### config.mk
export PLATFORM = sky130hd
export DESIGN_NAME = tmr2_top
export DESIGN_NICKNAME = d
export VERILOG_FILES = /design/src/tmr2_pkg.sv /design/src/tmr2_top.sv /design/src/tmr2_edge_sync.sv /design/src/tmr2_prescale.sv
export VERILOG_INCLUDE_DIRS = /design/src /design/src/src
export SDC_FILE = /design/constraint.sdc
export NUM_CORES = 1
export LEC_CHECK = 0
export BUFFER_PORTS_ARGS = -buffer_cell sky130_fd_sc_hd__buf_4
export CORE_MARGIN = 4
export CORE_UTILIZATION = 30
export DETAILED_ROUTE_END_ITERATION = 7
export PLACE_DENSITY_LB_ADDON = 0.25
export SLEW_MARGIN = 20
export SYNTH_ARGS = -nofsm -noshare
export SYNTH_HDL_FRONTEND = slang
export SYNTH_SLANG_ARGS = --single-unit
### constraint.sdc
create_clock -name clk -period 2.5 [get_ports clk]
set_clock_uncertainty 0.2 [all_clocks]
set_input_delay 0.25 -clock clk [delete_from_list [all_inputs] [get_ports clk]]
set_output_delay 0.25 -clock clk [all_outputs]
set_load 0.01 [all_outputs]
### src/tmr2_defines.svh
`ifndef TMR2_DEFINES_SVH
`define TMR2_DEFINES_SVH

// register word indices (printed offsets are not all multiples of four: byte address is index * 4)
`define TMR2_IDX_CTRL 8'hc8
`define TMR2_IDX_RCAP_LO 8'hca
`define TMR2_IDX_RCAP_HI 8'hcb
`define TMR2_IDX_CNT_LO 8'hcc
`define TMR2_IDX_CNT_HI 8'hcd
`define TMR2_IDX_IRQ_STAT 8'hd8
`define TMR2_IDX_IRQ_MASK 8'hd9
`define TMR2_ADDR_W 10

// control register fields
`define TMR2_CTRL_OVF 7
`define TMR2_CTRL_TRIG 6
`define TMR2_CTRL_RXSEL 5
`define TMR2_CTRL_TXSEL 4
`define TMR2_CTRL_TRIGEN 3
`define TMR2_CTRL_RUN 2
`define TMR2_CTRL_CT 1
`define TMR2_CTRL_CAP 0

// irq status/mask fields
`define TMR2_IRQ_OVF 0
`define TMR2_IRQ_TRIG 1

// reset values
`define TMR2_RST_BYTE 8'h00
`define TMR2_RST_WORD 16'h0000
`define TMR2_RST_IRQ 2'h0

// timer mode prescale: one step every 2 system clocks
`define TMR2_TICK_DIV 2

`endif

### src/tmr2_pkg.sv
package tmr2_pkg;
  typedef logic [7:0] tmr2_byte_t;
  typedef logic [15:0] tmr2_word_t;
  // bus slave states, gray along idle -> ack
  typedef enum logic [1:0] {
    TMR2_BUS_IDLE = 2'b00,
    TMR2_BUS_ACK = 2'b01
  } tmr2_bus_e;
endpackage

### src/tmr2_top.sv
// Behaviour
// - overflow sets overflow flag unless a uart clock select is set; software clears it.
// - with trigger enable, trigger-pin falling edge that captures/reloads sets trigger flag.
// - rx clock select 1 picks this overflow, 0 the other timer's, for uart.
// - tx clock select 1 picks this overflow, 0 the other timer's, for uart.
// - trigger pin ignored unless enabled and both uart clock selects are zero.
// - run control 0 halts counting, 1 lets the count advance.
// - timer mode steps the count once every 2 system clocks.
// - counter mode steps the count on each count-pin falling edge.
// - reload mode reloads on overflow and on enabled trigger-pin falling edges.
// - capture mode with trigger enable copies the count on trigger-pin falls.
// - any uart clock select forces auto-reload on overflow, ignoring capture select.
// - 16-bit reload/capture value lives in low and high byte registers.
// - running count is two writable byte registers resetting to zero.
//
// The implementer's own choice: the Wishbone interface to the registers.
`include "tmr2_defines.svh"

module tmr2_top
  import tmr2_pkg::*;
(
  input wire logic clk,
  input wire logic rst,
  input wire logic wb_cyc_i,
  input wire logic wb_stb_i,
  input wire logic wb_we_i,
  input wire logic [`TMR2_ADDR_W-1:0] wb_adr_i,
  input wire logic [3:0] wb_sel_i,
  input wire logic [31:0] wb_dat_i,
  output logic [31:0] wb_dat_o,
  output logic wb_ack_o,
  input wire logic count_input_pin,
  input wire logic trigger_input_pin,
  input wire logic other_timer_ovf,
  output logic uart_rx_clock,
  output logic uart_tx_clock,
  output logic timer_req,
  output logic irq
);
  // control and data registers
  tmr2_byte_t ctrl_q, ctrl_d;
  tmr2_word_t rcap_q, rcap_d;
  tmr2_word_t cnt_q, cnt_d;
  logic [1:0] stat_q, stat_d;
  logic [1:0] mask_q, mask_d;
  logic ovf_q, ovf_d;
  tmr2_bus_e bus_q, bus_d;
  logic [31:0] rdat_q, rdat_d;

  // decoded control fields
  logic run, ct_mode, cap_mode, trig_en, rx_sel, tx_sel, uart_clk;
  assign run = ctrl_q[`TMR2_CTRL_RUN];
  assign ct_mode = ctrl_q[`TMR2_CTRL_CT];
  assign cap_mode = ctrl_q[`TMR2_CTRL_CAP];
  assign trig_en = ctrl_q[`TMR2_CTRL_TRIGEN];
  assign rx_sel = ctrl_q[`TMR2_CTRL_RXSEL];
  assign tx_sel = ctrl_q[`TMR2_CTRL_TXSEL];
  assign uart_clk = rx_sel | tx_sel;

  // pin edges, synchronised first
  logic cnt_fall, trig_fall, tick;

  tmr2_edge_sync u_cnt_sync (
    .clk(clk),
    .rst(rst),
    .pin(count_input_pin),
    .fall(cnt_fall)
  );

  tmr2_edge_sync u_trig_sync (
    .clk(clk),
    .rst(rst),
    .pin(trigger_input_pin),
    .fall(trig_fall)
  );

  tmr2_prescale u_pre (
    .clk(clk),
    .rst(rst),
    .run(run && !ct_mode),
    .tick(tick)
  );

  // count step, overflow and trigger qualification
  logic step, ovf, trig_act, do_reload, do_capture;
  assign step = run && (ct_mode ? cnt_fall : tick);
  assign ovf = step && (cnt_q == 16'hffff);
  assign trig_act = trig_en && !uart_clk && trig_fall;
  // uart clock use forces reload regardless of capture select
  assign do_reload = ovf && (uart_clk || !cap_mode) ||
                     trig_act && !cap_mode;
  assign do_capture = trig_act && cap_mode;

  // bus access decode
  logic acc, wr, rd_hit;
  logic [7:0] idx;
  assign acc = wb_cyc_i && wb_stb_i && (bus_q == TMR2_BUS_IDLE);
  assign wr = acc && wb_we_i && wb_sel_i[0];
  assign idx = wb_adr_i[`TMR2_ADDR_W-1:2];

  // register next state; hardware sets beat software clears on flags
  always_comb begin
    ctrl_d = ctrl_q;
    rcap_d = rcap_q;
    cnt_d = cnt_q;
    mask_d = mask_q;
    stat_d = stat_q;
    if (wr) begin
      if (idx == `TMR2_IDX_CTRL) begin
        ctrl_d = wb_dat_i[7:0];
      end else if (idx == `TMR2_IDX_RCAP_LO) begin
        rcap_d[7:0] = wb_dat_i[7:0];
      end else if (idx == `TMR2_IDX_RCAP_HI) begin
        rcap_d[15:8] = wb_dat_i[7:0];
      end else if (idx == `TMR2_IDX_CNT_LO) begin
        cnt_d[7:0] = wb_dat_i[7:0];
      end else if (idx == `TMR2_IDX_CNT_HI) begin
        cnt_d[15:8] = wb_dat_i[7:0];
      end else if (idx == `TMR2_IDX_IRQ_STAT) begin
        stat_d = stat_q & ~wb_dat_i[1:0];
      end else if (idx == `TMR2_IDX_IRQ_MASK) begin
        mask_d = wb_dat_i[1:0];
      end
    end
    // counter: reload/capture win over a software byte write in the same cycle
    if (do_reload) begin
      cnt_d = rcap_q;
    end else if (step) begin
      cnt_d = cnt_q + 16'h0001;
    end
    if (do_capture) begin
      rcap_d = cnt_q;
    end
    if (ovf && !uart_clk) begin
      ctrl_d[`TMR2_CTRL_OVF] = 1'b1;
      stat_d[`TMR2_IRQ_OVF] = 1'b1;
    end
    if (trig_act) begin
      ctrl_d[`TMR2_CTRL_TRIG] = 1'b1;
      stat_d[`TMR2_IRQ_TRIG] = 1'b1;
    end
  end

  always_ff @(posedge clk) begin
    if (rst) begin
      ctrl_q <= `TMR2_RST_BYTE;
      rcap_q <= `TMR2_RST_WORD;
      cnt_q <= `TMR2_RST_WORD;
      stat_q <= `TMR2_RST_IRQ;
      mask_q <= `TMR2_RST_IRQ;
    end else begin
      ctrl_q <= ctrl_d;
      rcap_q <= rcap_d;
      cnt_q <= cnt_d;
      stat_q <= stat_d;
      mask_q <= mask_d;
    end
  end

  // overflow pulse registered for the uart clock outputs
  always_comb begin
    ovf_d = ovf;
  end

  always_ff @(posedge clk) begin
    if (rst) begin
      ovf_q <= 1'b0;
    end else begin
      ovf_q <= ovf_d;
    end
  end

  // uart bit clock source mux; other timer pulse taken as-is (same clock)
  assign uart_rx_clock = rx_sel ? ovf_q : other_timer_ovf;
  assign uart_tx_clock = tx_sel ? ovf_q : other_timer_ovf;

  // cpu-side request and masked interrupt
  assign timer_req = ctrl_q[`TMR2_CTRL_OVF] | ctrl_q[`TMR2_CTRL_TRIG];
  assign irq = |(stat_q & mask_q);

  // read mux; unmapped addresses read zero
  always_comb begin
    rdat_d = 32'h0000_0000;
    if (idx == `TMR2_IDX_CTRL) begin
      rdat_d[7:0] = ctrl_q;
    end else if (idx == `TMR2_IDX_RCAP_LO) begin
      rdat_d[7:0] = rcap_q[7:0];
    end else if (idx == `TMR2_IDX_RCAP_HI) begin
      rdat_d[7:0] = rcap_q[15:8];
    end else if (idx == `TMR2_IDX_CNT_LO) begin
      rdat_d[7:0] = cnt_q[7:0];
    end else if (idx == `TMR2_IDX_CNT_HI) begin
      rdat_d[7:0] = cnt_q[15:8];
    end else if (idx == `TMR2_IDX_IRQ_STAT) begin
      rdat_d[1:0] = stat_q;
    end else if (idx == `TMR2_IDX_IRQ_MASK) begin
      rdat_d[1:0] = mask_q;
    end
    if (!acc) begin
      rdat_d = rdat_q;
    end
  end

  // one-cycle ack after the request, dropped the cycle after
  always_comb begin
    case (bus_q)
      TMR2_BUS_IDLE: begin
        bus_d = acc ? TMR2_BUS_ACK : TMR2_BUS_IDLE;
      end
      TMR2_BUS_ACK: begin
        bus_d = TMR2_BUS_IDLE;
      end
      default: begin
        bus_d = TMR2_BUS_IDLE;
      end
    endcase
  end

  always_ff @(posedge clk) begin
    if (rst) begin
      bus_q <= TMR2_BUS_IDLE;
      rdat_q <= 32'h0000_0000;
    end else begin
      bus_q <= bus_d;
      rdat_q <= rdat_d;
    end
  end

  assign wb_ack_o = (bus_q == TMR2_BUS_ACK);
  assign wb_dat_o = rdat_q;

  // checks; the sticky ones skip bus writes since only software may clear
  property p_ovf_sets_flag;
    @(posedge clk) disable iff (rst)
    (ovf && !uart_clk) |=> ctrl_q[`TMR2_CTRL_OVF];
  endproperty
  a_ovf_sets_flag: assert property (p_ovf_sets_flag)
    else $error("overflow did not set flag");

  property p_no_flag_uart;
    @(posedge clk) disable iff (rst)
    (uart_clk && !ctrl_q[`TMR2_CTRL_OVF] && !wr) |=> !ctrl_q[`TMR2_CTRL_OVF];
  endproperty
  a_no_flag_uart: assert property (p_no_flag_uart)
    else $error("overflow flag set in uart clock mode");

  property p_flag_sticky;
    @(posedge clk) disable iff (rst)
    (ctrl_q[`TMR2_CTRL_OVF] && !wr) |=> ctrl_q[`TMR2_CTRL_OVF];
  endproperty
  a_flag_sticky: assert property (p_flag_sticky)
    else $error("overflow flag dropped without a write");

  property p_stat_set;
    @(posedge clk) disable iff (rst)
    (ovf && !uart_clk) |=> stat_q[`TMR2_IRQ_OVF];
  endproperty
  a_stat_set: assert property (p_stat_set)
    else $error("overflow status bit not set");

  property p_trig_flag;
    @(posedge clk) disable iff (rst)
    trig_act |=> ctrl_q[`TMR2_CTRL_TRIG];
  endproperty
  a_trig_flag: assert property (p_trig_flag)
    else $error("trigger edge flag not set");

  property p_trig_sticky;
    @(posedge clk) disable iff (rst)
    (ctrl_q[`TMR2_CTRL_TRIG] && !wr) |=> ctrl_q[`TMR2_CTRL_TRIG];
  endproperty
  a_trig_sticky: assert property (p_trig_sticky)
    else $error("trigger edge flag dropped without a write");

  property p_trig_ignored;
    @(posedge clk) disable iff (rst)
    (trig_fall && (!trig_en || uart_clk) && !wr) |=>
      (rcap_q == $past(rcap_q)) && !$rose(ctrl_q[`TMR2_CTRL_TRIG]);
  endproperty
  a_trig_ignored: assert property (p_trig_ignored)
    else $error("trigger acted while disabled");

  property p_halt;
    @(posedge clk) disable iff (rst)
    (!run && !wr && !do_reload) |=> cnt_q == $past(cnt_q);
  endproperty
  a_halt: assert property (p_halt)
    else $error("count moved while halted");

  property p_timer_rate;
    @(posedge clk) disable iff (rst)
    (run && !ct_mode && step) |=> !step;
  endproperty
  a_timer_rate: assert property (p_timer_rate)
    else $error("timer stepped faster than every 2 clocks");

  property p_timer_steady;
    @(posedge clk) disable iff (rst)
    (run && !ct_mode && !step && !wr) |=> step;
  endproperty
  a_timer_steady: assert property (p_timer_steady)
    else $error("timer stepped slower than every 2 clocks");

  property p_counter_step;
    @(posedge clk) disable iff (rst)
    (run && ct_mode && cnt_fall && !do_reload && !wr) |=> cnt_q == $past(cnt_q) + 16'h0001;
  endproperty
  a_counter_step: assert property (p_counter_step)
    else $error("count pin edge did not step the count");

  property p_reload;
    @(posedge clk) disable iff (rst)
    (ovf && !cap_mode) |=> cnt_q == $past(rcap_q);
  endproperty
  a_reload: assert property (p_reload)
    else $error("no reload on overflow");

  property p_capture;
    @(posedge clk) disable iff (rst)
    do_capture |=> rcap_q == $past(cnt_q);
  endproperty
  a_capture: assert property (p_capture)
    else $error("capture missed");

  property p_forced_reload;
    @(posedge clk) disable iff (rst)
    (ovf && uart_clk) |=> cnt_q == $past(rcap_q);
  endproperty
  a_forced_reload: assert property (p_forced_reload)
    else $error("uart mode did not reload");

  property p_rx_mux;
    @(posedge clk) disable iff (rst)
    (rx_sel && ovf) |=> uart_rx_clock;
  endproperty
  a_rx_mux: assert property (p_rx_mux)
    else $error("rx clock missed own overflow");

  property p_tx_mux;
    @(posedge clk) disable iff (rst)
    (tx_sel && ovf && !wr) |=> uart_tx_clock;
  endproperty
  a_tx_mux: assert property (p_tx_mux)
    else $error("tx clock missed own overflow");

  property p_req;
    @(posedge clk) disable iff (rst)
    (ovf && !uart_clk) |=> timer_req;
  endproperty
  a_req: assert property (p_req)
    else $error("request not raised");
endmodule

### src/tmr2_edge_sync.sv
`include "tmr2_defines.svh"

// two-flop synchroniser plus falling edge detect for a pin
module tmr2_edge_sync
  import tmr2_pkg::*;
(
  input wire logic clk,
  input wire logic rst,
  input wire logic pin,
  output logic fall
);
  logic meta_q, meta_d;
  logic sync_q, sync_d;
  logic prev_q, prev_d;

  // pins idle high, so reset to one to avoid a false edge
  always_comb begin
    meta_d = pin;
    sync_d = meta_q;
    prev_d = sync_q;
  end

  always_ff @(posedge clk) begin
    if (rst) begin
      meta_q <= 1'b1;
      sync_q <= 1'b1;
      prev_q <= 1'b1;
    end else begin
      meta_q <= meta_d;
      sync_q <= sync_d;
      prev_q <= prev_d;
    end
  end

  // edge looks only at the second and third flops
  assign fall = prev_q & ~sync_q;
endmodule

### src/tmr2_prescale.sv
`include "tmr2_defines.svh"

// divider giving a one-cycle tick every TICK_DIV clocks
module tmr2_prescale
  import tmr2_pkg::*;
(
  input wire logic clk,
  input wire logic rst,
  input wire logic run,
  output logic tick
);
  localparam int unsigned DIV = `TMR2_TICK_DIV;
  logic [1:0] cnt_q, cnt_d;

  // held at zero while stopped so the first tick is a full period away
  always_comb begin
    if (!run) begin
      cnt_d = 2'h0;
    end else if (cnt_q == 2'(DIV - 1)) begin
      cnt_d = 2'h0;
    end else begin
      cnt_d = cnt_q + 2'h1;
    end
  end

  always_ff @(posedge clk) begin
    if (rst) begin
      cnt_q <= 2'h0;
    end else begin
      cnt_q <= cnt_d;
    end
  end

  assign tick = run && (cnt_q == 2'(DIV - 1));
endmodule

After elaboration in Yosys (flattened, before gate mapping)
Index checks and enable logic that the tools add are counted.

Word-level logic and storage cells: 150. Output and inout port bits: 37. Bits in registers: 63. Input bits: 54.

Reduce and logical (&&, ||, !) cells: 45. Equal/unequal tests: 26. Mux-type cells: 40. Add/sub/neg operators: 2. Bitwise gates (word level): 17.

Operators by type and width (count): $mux 16 (9); $mux 8 (12); $eq 8x8->1 const B (7); $mux 2 (10); $reduce_bool 2->1 (9); $add 16x1->16 const B (1); $eq 16x16->1 const B (1); $logic_and 1x1->1 (14); $ne 2x2->1 const B (7); $reduce_and 7->1 (2); $ne 3x3->1 const B (4); $ne 2x1->1 const B (5); $not 1->1 (10); $reduce_bool 3->1 (3); $mux 1 (8); $reduce_and 8->1 (1); $mux 6 (1); $reduce_and 2->1 (3); $reduce_and 6->1 (1); $reduce_and 5->1 (1); $and 2x2->2 (2); $eq 2x1->1 const B (2); $reduce_and 4->1 (1); $reduce_or 2->1 (2); other kinds (9) (14).

Longest topological paths before layout
Gate-level depths: netlist of the first run.

Depth in word-level cells: 10. Gate-level depth with buffers: 10. Mapped depth without buffers: 7.

Modules after synthesis
A second synthesis of the first run with hierarchy kept.

Cells, all modules: 431. Area total of the unflattened synthesis: 3588.4 um^2.

By module, submodules not included: tmr2_top (area an instance 3324.4 um^2, cells an instance 410, sequential area each 1081.0 um^2, times used 1); tmr2_edge_sync (area an instance 85.1 um^2, cells an instance 7, sequential area each 60.1 um^2, times used 2); tmr2_prescale (area an instance 93.8 um^2, cells an instance 7, sequential area each 40.0 um^2, times used 1).

Worst setup path before layout of the first run
No wires, ideal clock.

Kind: register to register. From: reg cnt_q[0]. To: reg cnt_q[11]. Data arrival time: 2.124 ns. Path buffers: 1. Clock period less this slack: 2.441 ns. Stages on the path, launching flop included: 8. Setup time: 0.117 ns. Path slack: 0.059 ns. Cells stage by stage: dfxtp_1 > ha_1 > nand3_1 > or4_4 > o32a_1 > and2_4 > buf_6 > a32o_1.

Cells in the longest elaborated chain, start to end: 6.

Ends and longest elaborated chain: start, declared (RTL line tmr2_top.sv:43) `tmr2_word_t cnt_q, cnt_d;`; start signal, assigned (RTL line tmr2_top.sv:148) `` cnt_q <= `TMR2_RST_WORD; ``; start signal, assigned (RTL line tmr2_top.sv:154) `cnt_q <= cnt_d;`; branches (longest 6 deep; another with $add 16x1->16).

Several ways; the timed one is not identified. A chain may end at the register's enable or synchronous reset.

Worst setup path in the final report of the first run
From: reg cnt_q[1]. To: reg cnt_q[0].

Cells in the longest elaborated chain, start to end: 6.

Ends and longest elaborated chain: $eq 16x16->1 * (RTL line tmr2_top.sv:87) `assign ovf = step && (cnt_q == 16'hffff);`; $logic_and 1x1->1 * (RTL line tmr2_top.sv:87); $logic_and 1x1->1 * (RTL line tmr2_top.sv:90) `assign do_reload = ovf && (uart_clk || !cap_mode) ||`; $logic_or 1x1->1 * (RTL line tmr2_top.sv:90); $ne 3x3->1 (no source line) / $reduce_bool 3->1 (equally long branches); $reduce_and 5->1 (no source line).

Every way passes the cells marked *; elsewhere a longest branch is shown, timed or not.

==> results of run 1 <==
Yosys cell counts (all sizes together), types with 10 or more instances:
library cell,count,share of area [%]
a311oi,18,4.3
buf,31,6.4
clkbuf,25,2.6
nor2,47,5.3
nand3,33,4.9
inv,10,1.0
a211oi,11,2.3
o21ai,13,1.8
dfxtp,62,34
mux2i,12,3.3
a21oi,24,3.3
nand2,49,5.0
how the worst max path moves through the flow:
stage,startpoint,to,depth (start not counted)
after floorplan,cnt_q[0],cnt_q[11],7
after global placement,cnt_q[0],cnt_q[0],7
after detailed placement,cnt_q[0],cnt_q[0],7
after CTS,cnt_q[0],cnt_q[0],7
after global routing,cnt_q[1],cnt_q[13],7
final,cnt_q[1],cnt_q[0],7
worst max-delay path, delay by kind of cell (launching register included):
| family | cells | cell delay, ps |
|---|---|---|
| simple gates | 3 | 880 |
| compound gates | 2 | 560 |
| flops | 1 | 340 |
| fa+ha+maj | 1 | 190 |
| buf+inv | 1 | 180 |
flip-flops by register name, indices dropped and copies added, names as in the netlist, 2 cells and up:
register     cells
stat_q           2
cnt_q           16
rcap_q          16
u_pre.cnt_q      2
wb_dat_o         8
ctrl_q           8
mask_q           2
what timing repair did:
action,in CTS,in global routing
resized for setup,0,0
endpoints found under the hold margin,2,0
hold buffers,2,0
per-layer routing:
layer  global-route usage, %  up-vias
met3                    4.55       19
met5                       0        -
met2                    27.0      184
li1                        -     1762
met4                    5.72        0
met1                    24.3     1787
metrics by stage:
stage               total power [mW]  utilization [%]  worst slack [ps]  cell area (µm²)  cells
floorplan                       1.14                -              58.8             3750    482
global placement                1.21             34.8               129             4160    647
detailed placement              1.21             34.8               121             4160    647
CTS                             2.49             37.4              99.2             4480    665
global route                    2.55             37.4              28.4             4480    665
finish                          2.47             37.4              85.8             4480    665
kinds of logic after synthesis:
kind of cell               after synthesis  synth area share (%)
AOI/OAI and AO/OA                      122                  24.5
xor gates and xnor gates                 2                 0.478
DFF                                     62                  33.9
adders and majority gates                2                 0.683
and+or+nand+nor                        188                  26.2
buffers and inverters                   68                  10.2
other                                    1                 0.102
muxes                                   14                  3.89
layout make-up:
cell class                      instances  share of cell area [%]
Clock buffer                           12                    5.73
Clock inverter                          4                    1.01
Inverter                               12                    1.01
Multi-Input combinational cell        352                    47.6
Sequential cell                        62                    27.7
Tap cell                              147                    4.11
Timing Repair Buffer                   76                    12.8
power by group:
group	total [mW]	switching [mW]	internal (mW)	leakage [nW]
registers	1.01	0.00535	1.00	0.502
clock network	1.28	0.457	0.821	0.152
logic	0.183	0.111	0.0718	1.05
total	2.47	0.573	1.89	1.71
==> flow_summary.json, run 1 <==
{
  "worst_path_largest_cell_delay_ps": 550,
  "fillers": 1247,
  "slowest_stage": "or4_4",
  "drcViolationCount": 0,
  "grt_pass1_vias": 3480,
  "min_from": "wb_dat_i[4]",
  "tightest_slew_ps": 739,
  "antenna_found_initial": 0,
  "grt_usage_pct": 17.7,
  "drv_cap": 0,
  "design.die.area_mm2": 0.0140,
  "ys_seq_elements": 62,
  "grt_first_pass_wirelength_um": 19600,
  "start_util_pct": 30.6,
  "synth-edff-count": 0,
  "antennaDiodeCount": 0,
  "r2r_start": "cnt_q[1]",
  "drtIter0Drc": 263,
  "wl_met2_um": 5480,
  "crit_type": "register to register",
  "htreeDepth": 3,
  "ys_types": 66,
  "routed.top_layer": "met4",
  "ctsRootBufferMaster": "clkbuf_16",
  "cts.sinks": 62,
  "worstHoldEndpoint": "ctrl_q[4]",
  "crit_path_cell_trace": "ha_1 -> nand3_1 -> or4_4 -> o32a_1 -> buf_4 -> nor2_8 -> a22o_1",
  "tns_ps": 0,
  "p_leak_nw": 1.71,
  "wl_um": 12200,
  "wl_met1_um": 5460,
  "clockBufferDepth": 2,
  "synth-main-ff-cell": "dfxtp_1",
  "start_kind": "register",
  "dp_hpwl_um": 8920,
  "avgSynthCellArea_um2": 7.98,
  "drv_slew": 0,
  "hp-class": "primary input to register",
  "post-route-min-period_ps": 2410,
  "hold_violations": 0,
  "final_layout_size_suffix_gt1_share_pct": 20.5,
  "ios": 91,
  "layout_commonest_cell": "buf_4",
  "core.rowCount": 40,
  "fin_nets": 569,
  "cts_made_buffers": 9,
  "p_per_area_mw_per_mm2": 551,
  "ant_nets": 0,
  "syn_to_final_growth_pct": 22.3,
  "met3_length_um": 1020,
  "worstPathArrival_ps": 2500,
  "path_clk_slew_ps": 60,
  "first_pass_iters": 5,
  "io_buffers": 37,
  "clock_latency_ps": 340,
  "synth_area_mm2": 0.00366,
  "worstSetupEndpointType": "register",
  "crit_required_ps": 2590,
  "dr_total_vias": 3752,
  "multiInputGateArea_mm2": 0.00213,
  "gp_congestion": 0.894,
  "via_per_inst": 5.64,
  "rsz0062_at_grt": "false",
  "worstHoldPathCells": 3,
  "wire_per_inst_um": 18.4,
  "final_cell_mix": "buf_4, dfxtp_1, nand2_1, nor2_1, nand3_1",
  "max_freq_ghz": 0.414,
  "grt-ovfl-total": 0,
  "worst_ir_drop_vdd_mv": 0.326,
  "relSlewSlack_pct": 50.7,
  "worstPathMaxFanout": 12,
  "seq_area_mm2": 0.00124,
  "ys_warn_count": 0,
  "fp.coreArea_mm2": 0.0120,
  "status": "finished clean",
  "cts_tree": "built",
  "grt_max_degree": 33,
  "die_w_um": 118,
  "postCtsSetupBuffers": 0,
  "setup_viol": 0,
  "ys_seq_area_share_pct": 33.9,
  "r2r_slack_ps": 90,
  "final.period_utilization_pct": 96.6,
  "whs_ps": 19.0,
  "reg2reg_to": "cnt_q[0]",
  "rr_worst_depth": 7,
  "synthCells": 459,
  "synthArstFlopShare_pct": 0,
  "die_h_um": 118
}
(Power assumes the default switching activity.)
==> run 2: changes to the inputs <==
--- a/config.mk
+++ b/config.mk
@@ -6,10 +6,10 @@
 export SDC_FILE = /design/constraint.sdc
 export NUM_CORES = 1
 export LEC_CHECK = 0
-export BUFFER_PORTS_ARGS = -buffer_cell sky130_fd_sc_hd__buf_4
 export CORE_MARGIN = 4
 export CORE_UTILIZATION = 30
 export DETAILED_ROUTE_END_ITERATION = 7
+export DONT_BUFFER_PORTS = 1
 export PLACE_DENSITY_LB_ADDON = 0.25
 export SLEW_MARGIN = 20
 export SYNTH_ARGS = -nofsm -noshare
==> constraint.sdc (replaced) <==
create_clock -name clk -period 2.1 [get_ports clk]
set_clock_uncertainty 0.2 [all_clocks]
set_input_delay 0.21 -clock clk [delete_from_list [all_inputs] [get_ports clk]]
set_output_delay 0.21 -clock clk [all_outputs]
set_load 0.01 [all_outputs]
==> flow_summary.json, run 2 (synthesized netlist as in run 1, its figures left out) <==
{
  "wire_per_inst_um": 19.5,
  "die_w_um": 118,
  "wl_um": 12800,
  "hp-class": "primary input to register",
  "worstPathArrival_ps": 2290,
  "violations": "setup timing",
  "grt_max_degree": 50,
  "dp_hpwl_um": 9140,
  "drtIter0Drc": 304,
  "r2r_slack_ps": -130,
  "layout_commonest_cell": "dfxtp_1",
  "setup_viol": 16,
  "critPathBufInv": 1,
  "syn_to_final_growth_pct": 26.2,
  "path_clk_slew_ps": 50,
  "drv_cap": 0,
  "first_pass_iters": 5,
  "fp.coreArea_mm2": 0.0120,
  "grt-ovfl-total": 0,
  "fin_ws_ps": -129,
  "drv_slew": 0,
  "rsz0062_at_grt": "true",
  "fin_util_pct": 38.7,
  "final.period_utilization_pct": 106,
  "htreeDepth": 3,
  "p_leak_nw": 1.71,
  "hold_violations": 0,
  "cts.sinks": 62,
  "top_regs": "cnt_q: 16 flops, rcap_q: 16 flops",
  "io_buffers": 0,
  "cts_made_buffers": 9,
  "finalNonFillerCells": 658,
  "drcViolationCount": 0,
  "antennaDiodeCount": 0,
  "grt_pass1_vias": 3585,
  "via_per_inst": 5.68,
  "crit_type": "register to register",
  "ctsRootBufferMaster": "clkbuf_16",
  "cpLargestDelayFamily": "simple AND/OR/NAND/NOR gates",
  "gp_congestion": 0.895,
  "grt_usage_pct": 18.1,
  "worst_path_largest_cell_delay_ps": 540,
  "core.rowCount": 40,
  "start_util_pct": 30.6,
  "clock_latency_ps": 330,
  "post-route-min-period_ps": 2230,
  "final_cell_mix": "dfxtp_1, buf_4, nand2_1, nor2_1, nand3_1",
  "p_per_area_mw_per_mm2": 674,
  "fin_nets": 562,
  "final_layout_size_suffix_gt1_share_pct": 19.4,
  "antenna_found_initial": 0,
  "max_freq_ghz": 0.449,
  "status": "finished, violations left",
  "cts_tree": "built",
  "crit_required_ps": 2160,
  "worstSetupEndpointType": "register",
  "worstPathMaxFanout": 6,
  "design.die.area_mm2": 0.0140,
  "clockBufferDepth": 2,
  "grt_first_pass_wirelength_um": 20000,
  "start_kind": "register",
  "slowest_stage": "or4_4",
  "ios": 91,
  "crit_path_cell_trace": "ha_4 -> nand3_2 -> or4_4 -> o32a_1 -> buf_12 -> nor2_4 -> o2bb2ai_1",
  "die_h_um": 118,
  "tns_ps": -1550,
  "ant_nets": 0,
  "worst_ir_drop_vdd_mv": 0.384,
  "dr_total_vias": 3738,
  "placed_cells": 625
}
==> run 2: changes by cell type in the layout (fill, tap and decap cells not counted), moves of 3 or more <==
cell	delta
buf_4	-23
clkinv_2	-3
buf_12	+4
dlygate4sd3_1	+10
==> run 2: report_power, final <==
part,leakage [nW],total (mW),switching [mW],internal [mW]
Combinational,1.04,0.169,0.105,0.0638
Sequential,0.503,1.20,0.0123,1.19
Clock,0.170,1.75,0.552,1.19
==> run 2: worst paths after layout <==
path                     startpoint  cells past startpoint                end
setup / recovery           cnt_q[1]                      7           cnt_q[1]
hold reg to reg   u_cnt_sync.meta_q                      1  u_cnt_sync.prev_d
hold / removal                  rst                      2          ctrl_q[2]
setup reg to reg           cnt_q[1]                      7           cnt_q[1]
==> run 2: layout make-up <==
| type | count | area (µm²) |
|---|---|---|
| Timing Repair Buffer | 68 | 611 |
| Inverter | 12 | 45.0 |
| Clock inverter | 5 | 105 |
| Tap cell | 147 | 184 |
| Multi-Input combinational cell | 353 | 2190 |
| Fill cell | 1219 | 7340 |
| Sequential cell | 62 | 1250 |
| Clock buffer | 11 | 243 |
==> run 2: worst register-to-register path: stages, from the launching register on <==
cell and delay, ps:
dfxtp_4 350, ha_4 140, nand3_2 60, or4_4 540, o32a_1 370, buf_12 170
nor2_4 190, o2bb2ai_1 140
==> run 2: metal layers <==
| metal | part of all wire, % | wire [µm] | track usage, % |
|---|---|---|---|
| met1 | 44 | 5610 | 24.0 |
| met3 | 7.2 | 929 | 3.83 |
| met5 | 0 | 0 | 0 |
| met2 | 46 | 5930 | 28.8 |
| met4 | 2.9 | 372 | 6.81 |
==> run 2: timing repair <==
item | 4_1_cts | 5_1_grt
setup endpoints to repair | 18 | 32
cloned | 1 | 0
hold endpoints to repair | 61 | 0
resized for setup | 3 | 2
hold buffers | 13 | 0
setup buffers | 2 | 1
pin swaps | 7 | 3
==> run 2: through the flow <==
| stage | hold slack, ps | power, mW | setup WS [ps] | cell area (µm²) |
|---|---|---|---|---|
| final | 8.55 | 3.12 | -129 | 4620 |
| after global routing | 13.7 | 3.21 | -223 | 4620 |
| after CTS | 1.86 | 3.15 | -131 | 4610 |
| after detailed placement | 85.0 | 1.34 | -150 | 4070 |
| after global placement | 83.8 | 1.34 | -150 | 4070 |
| after floorplan | 114 | 1.36 | -137 | 3780 |
==> run 3: changes to the inputs <==
--- a/config.mk
+++ b/config.mk
@@ -6,11 +6,13 @@
 export SDC_FILE = /design/constraint.sdc
 export NUM_CORES = 1
 export LEC_CHECK = 0
+export CORE_ASPECT_RATIO = 1.1
 export CORE_MARGIN = 4
 export CORE_UTILIZATION = 30
 export DETAILED_ROUTE_END_ITERATION = 7
 export DONT_BUFFER_PORTS = 1
 export PLACE_DENSITY_LB_ADDON = 0.25
+export SKIP_LAST_GASP = 1
 export SLEW_MARGIN = 20
 export SYNTH_ARGS = -nofsm -noshare
 export SYNTH_HDL_FRONTEND = slang
==> flow_summary.json, run 3 (synthesized netlist as in run 1, its figures left out) <==
{
  "worstHoldEndpoint": "wb_dat_o[0]",
  "whs_ps": 19.5,
  "place_ws_ps": -144,
  "fp.coreArea_mm2": 0.0120,
  "hold_violations": 0,
  "start_util_pct": 30.6,
  "fin_util_pct": 38.6,
  "grt_usage_pct": 18.7,
  "crit_type": "register to register",
  "antennaDiodeCount": 0,
  "setup_viol": 16,
  "start_kind": "register",
  "worst_ir_drop_vdd_mv": 0.326,
  "cts.sinks": 62,
  "p_int_mw": 2.07,
  "htreeDepth": 3,
  "rr_worst_depth": 7,
  "grt_pass1_vias": 3509,
  "crit_required_ps": 2140,
  "ctsRootBufferMaster": "clkbuf_16",
  "die_w_um": 113,
  "r2r_start": "cnt_q[1]",
  "relSlewSlack_pct": 66.2,
  "drv_slew": 0,
  "ant_nets": 0,
  "fin_ws_ps": -161,
  "violations": "setup timing",
  "final_cell_mix": "dfxtp_1, buf_4, nand2_1, nor2_1, nand3_1",
  "grt-ovfl-total": 0,
  "top_regs": "cnt_q: 16 flops, rcap_q: 16 flops",
  "rsz0062_at_grt": "true",
  "max_freq_ghz": 0.442,
  "p_per_area_mw_per_mm2": 607,
  "cts_tree": "built",
  "clkPwrFrac_pct": 51.0,
  "status": "finished, violations left",
  "via_per_inst": 5.77,
  "final_layout_size_suffix_gt1_share_pct": 21.6,
  "wire_per_inst_um": 20.1,
  "dp_hpwl_um": 9190,
  "fin_area_mm2": 0.00462,
  "switching_share_pct": 26.3,
  "drcViolationCount": 0,
  "drtIter0Drc": 392,
  "first_pass_iters": 5,
  "grt_first_pass_wirelength_um": 20100,
  "worstPathArrival_ps": 2310,
  "reg2reg_to": "cnt_q[9]",
  "placed_cells": 633,
  "p_comb_share_pct": 6.3,
  "design.die.area_mm2": 0.0140,
  "antenna_found_initial": 0,
  "path_clk_slew_ps": 60,
  "final.period_utilization_pct": 108,
  "r2r_slack_ps": -160,
  "dr_total_vias": 3857,
  "fin_nets": 566,
  "syn_to_final_growth_pct": 26.2,
  "post-route-min-period_ps": 2260,
  "worstHoldPathCells": 3,
  "worstSetupEndpointType": "register",
  "clockBufferDepth": 2,
  "sequentialPowerShare_pct": 42.8,
  "finalNonFillerCells": 669,
  "core.rowCount": 42,
  "worstPathMaxFanout": 6,
  "p_switching_uw": 739,
  "min_from": "wb_adr_i[2]",
  "p_leak_nw": 1.69,
  "grt_max_degree": 50,
  "drv_cap": 0,
  "io_buffers": 0,
  "gp_congestion": 0.893,
  "hp-class": "primary input to register",
  "cts_made_buffers": 9,
  "layout_commonest_cell": "dfxtp_1",
  "power.total_mw": 2.81,
  "tightest_slew_ps": 507,
  "wl_um": 13400,
  "clock_latency_ps": 330,
  "ios": 91,
  "tns_ps": -1880,
  "dpl-instance-area_mm2": 0.00409,
  "die_h_um": 124
}
run 3: cell types whose count changed in the layout (fill, tap and decap cells not counted), sizes merged:
| cell | previous run | this run |
|---|---|---|
| clkinv | 3 | 4 |
| buf | 56 | 60 |
| inv | 11 | 13 |
| clkinvlp | 0 | 2 |
| clkbuf | 11 | 9 |
| bufinv | 3 | 0 |
run 3: metal layers:
layer / wire [µm] / share of wire [%] / global-route usage, %
met5: 0 / 0 / 0
met4: 505 / 3.8 / 10.3
met3: 842 / 6.3 / 2.62
met2: 6490 / 48 / 31.0
met1: 5590 / 42 / 23.6
run 3: area by class of cell:
class | instances | area, µm²
Multi-Input combinational cell | 353 | 2220
Timing Repair Buffer | 72 | 637
Tap cell | 154 | 193
Inverter | 12 | 45.0
Fill cell | 1245 | 7360
Clock inverter | 7 | 57.6
Sequential cell | 62 | 1250
Clock buffer | 9 | 225
run 3: worst max-delay path by stage:
stage	from	end	slack (ps)
detailed placement	cnt_q[1]	cnt_q[0]	-140
floorplan	cnt_q[1]	cnt_q[11]	-140
CTS	cnt_q[1]	cnt_q[4]	-140
finish	cnt_q[1]	cnt_q[9]	-160
global route	cnt_q[1]	cnt_q[4]	-190
global placement	cnt_q[1]	cnt_q[0]	-120
run 3: power groups by stage:
| stage | sequential [mW] | clock (mW) | combinational, mW |
|---|---|---|---|
| 6_report | 1.20 | 1.43 | 0.176 |
| 4_1_cts | 1.20 | 1.45 | 0.173 |
| 5_1_grt | 1.20 | 1.50 | 0.189 |
| 2_1_floorplan | 1.22 | 0 | 0.135 |
| 3_5_place_dp | 1.23 | 0 | 0.119 |
| 3_3_place_gp | 1.23 | 0 | 0.118 |
run 3: what timing repair did:
item	4_1_cts	5_1_grt
pin swaps	5	6
endpoints found under the setup margin	16	36
setup buffers	1	5
gates resized for setup	3	11
hold buffers	13	0
hold endpoints to repair	61	0
cloned	1	0
run 3: critical path, cell delays in order, from the launching register on:
cell	delay, ps
dfxtp_4	360
ha_4	140
nand3_2	60
or4_4	540
o32a_1	360
buf_12	170
buf_4	150
a311oi_2	190
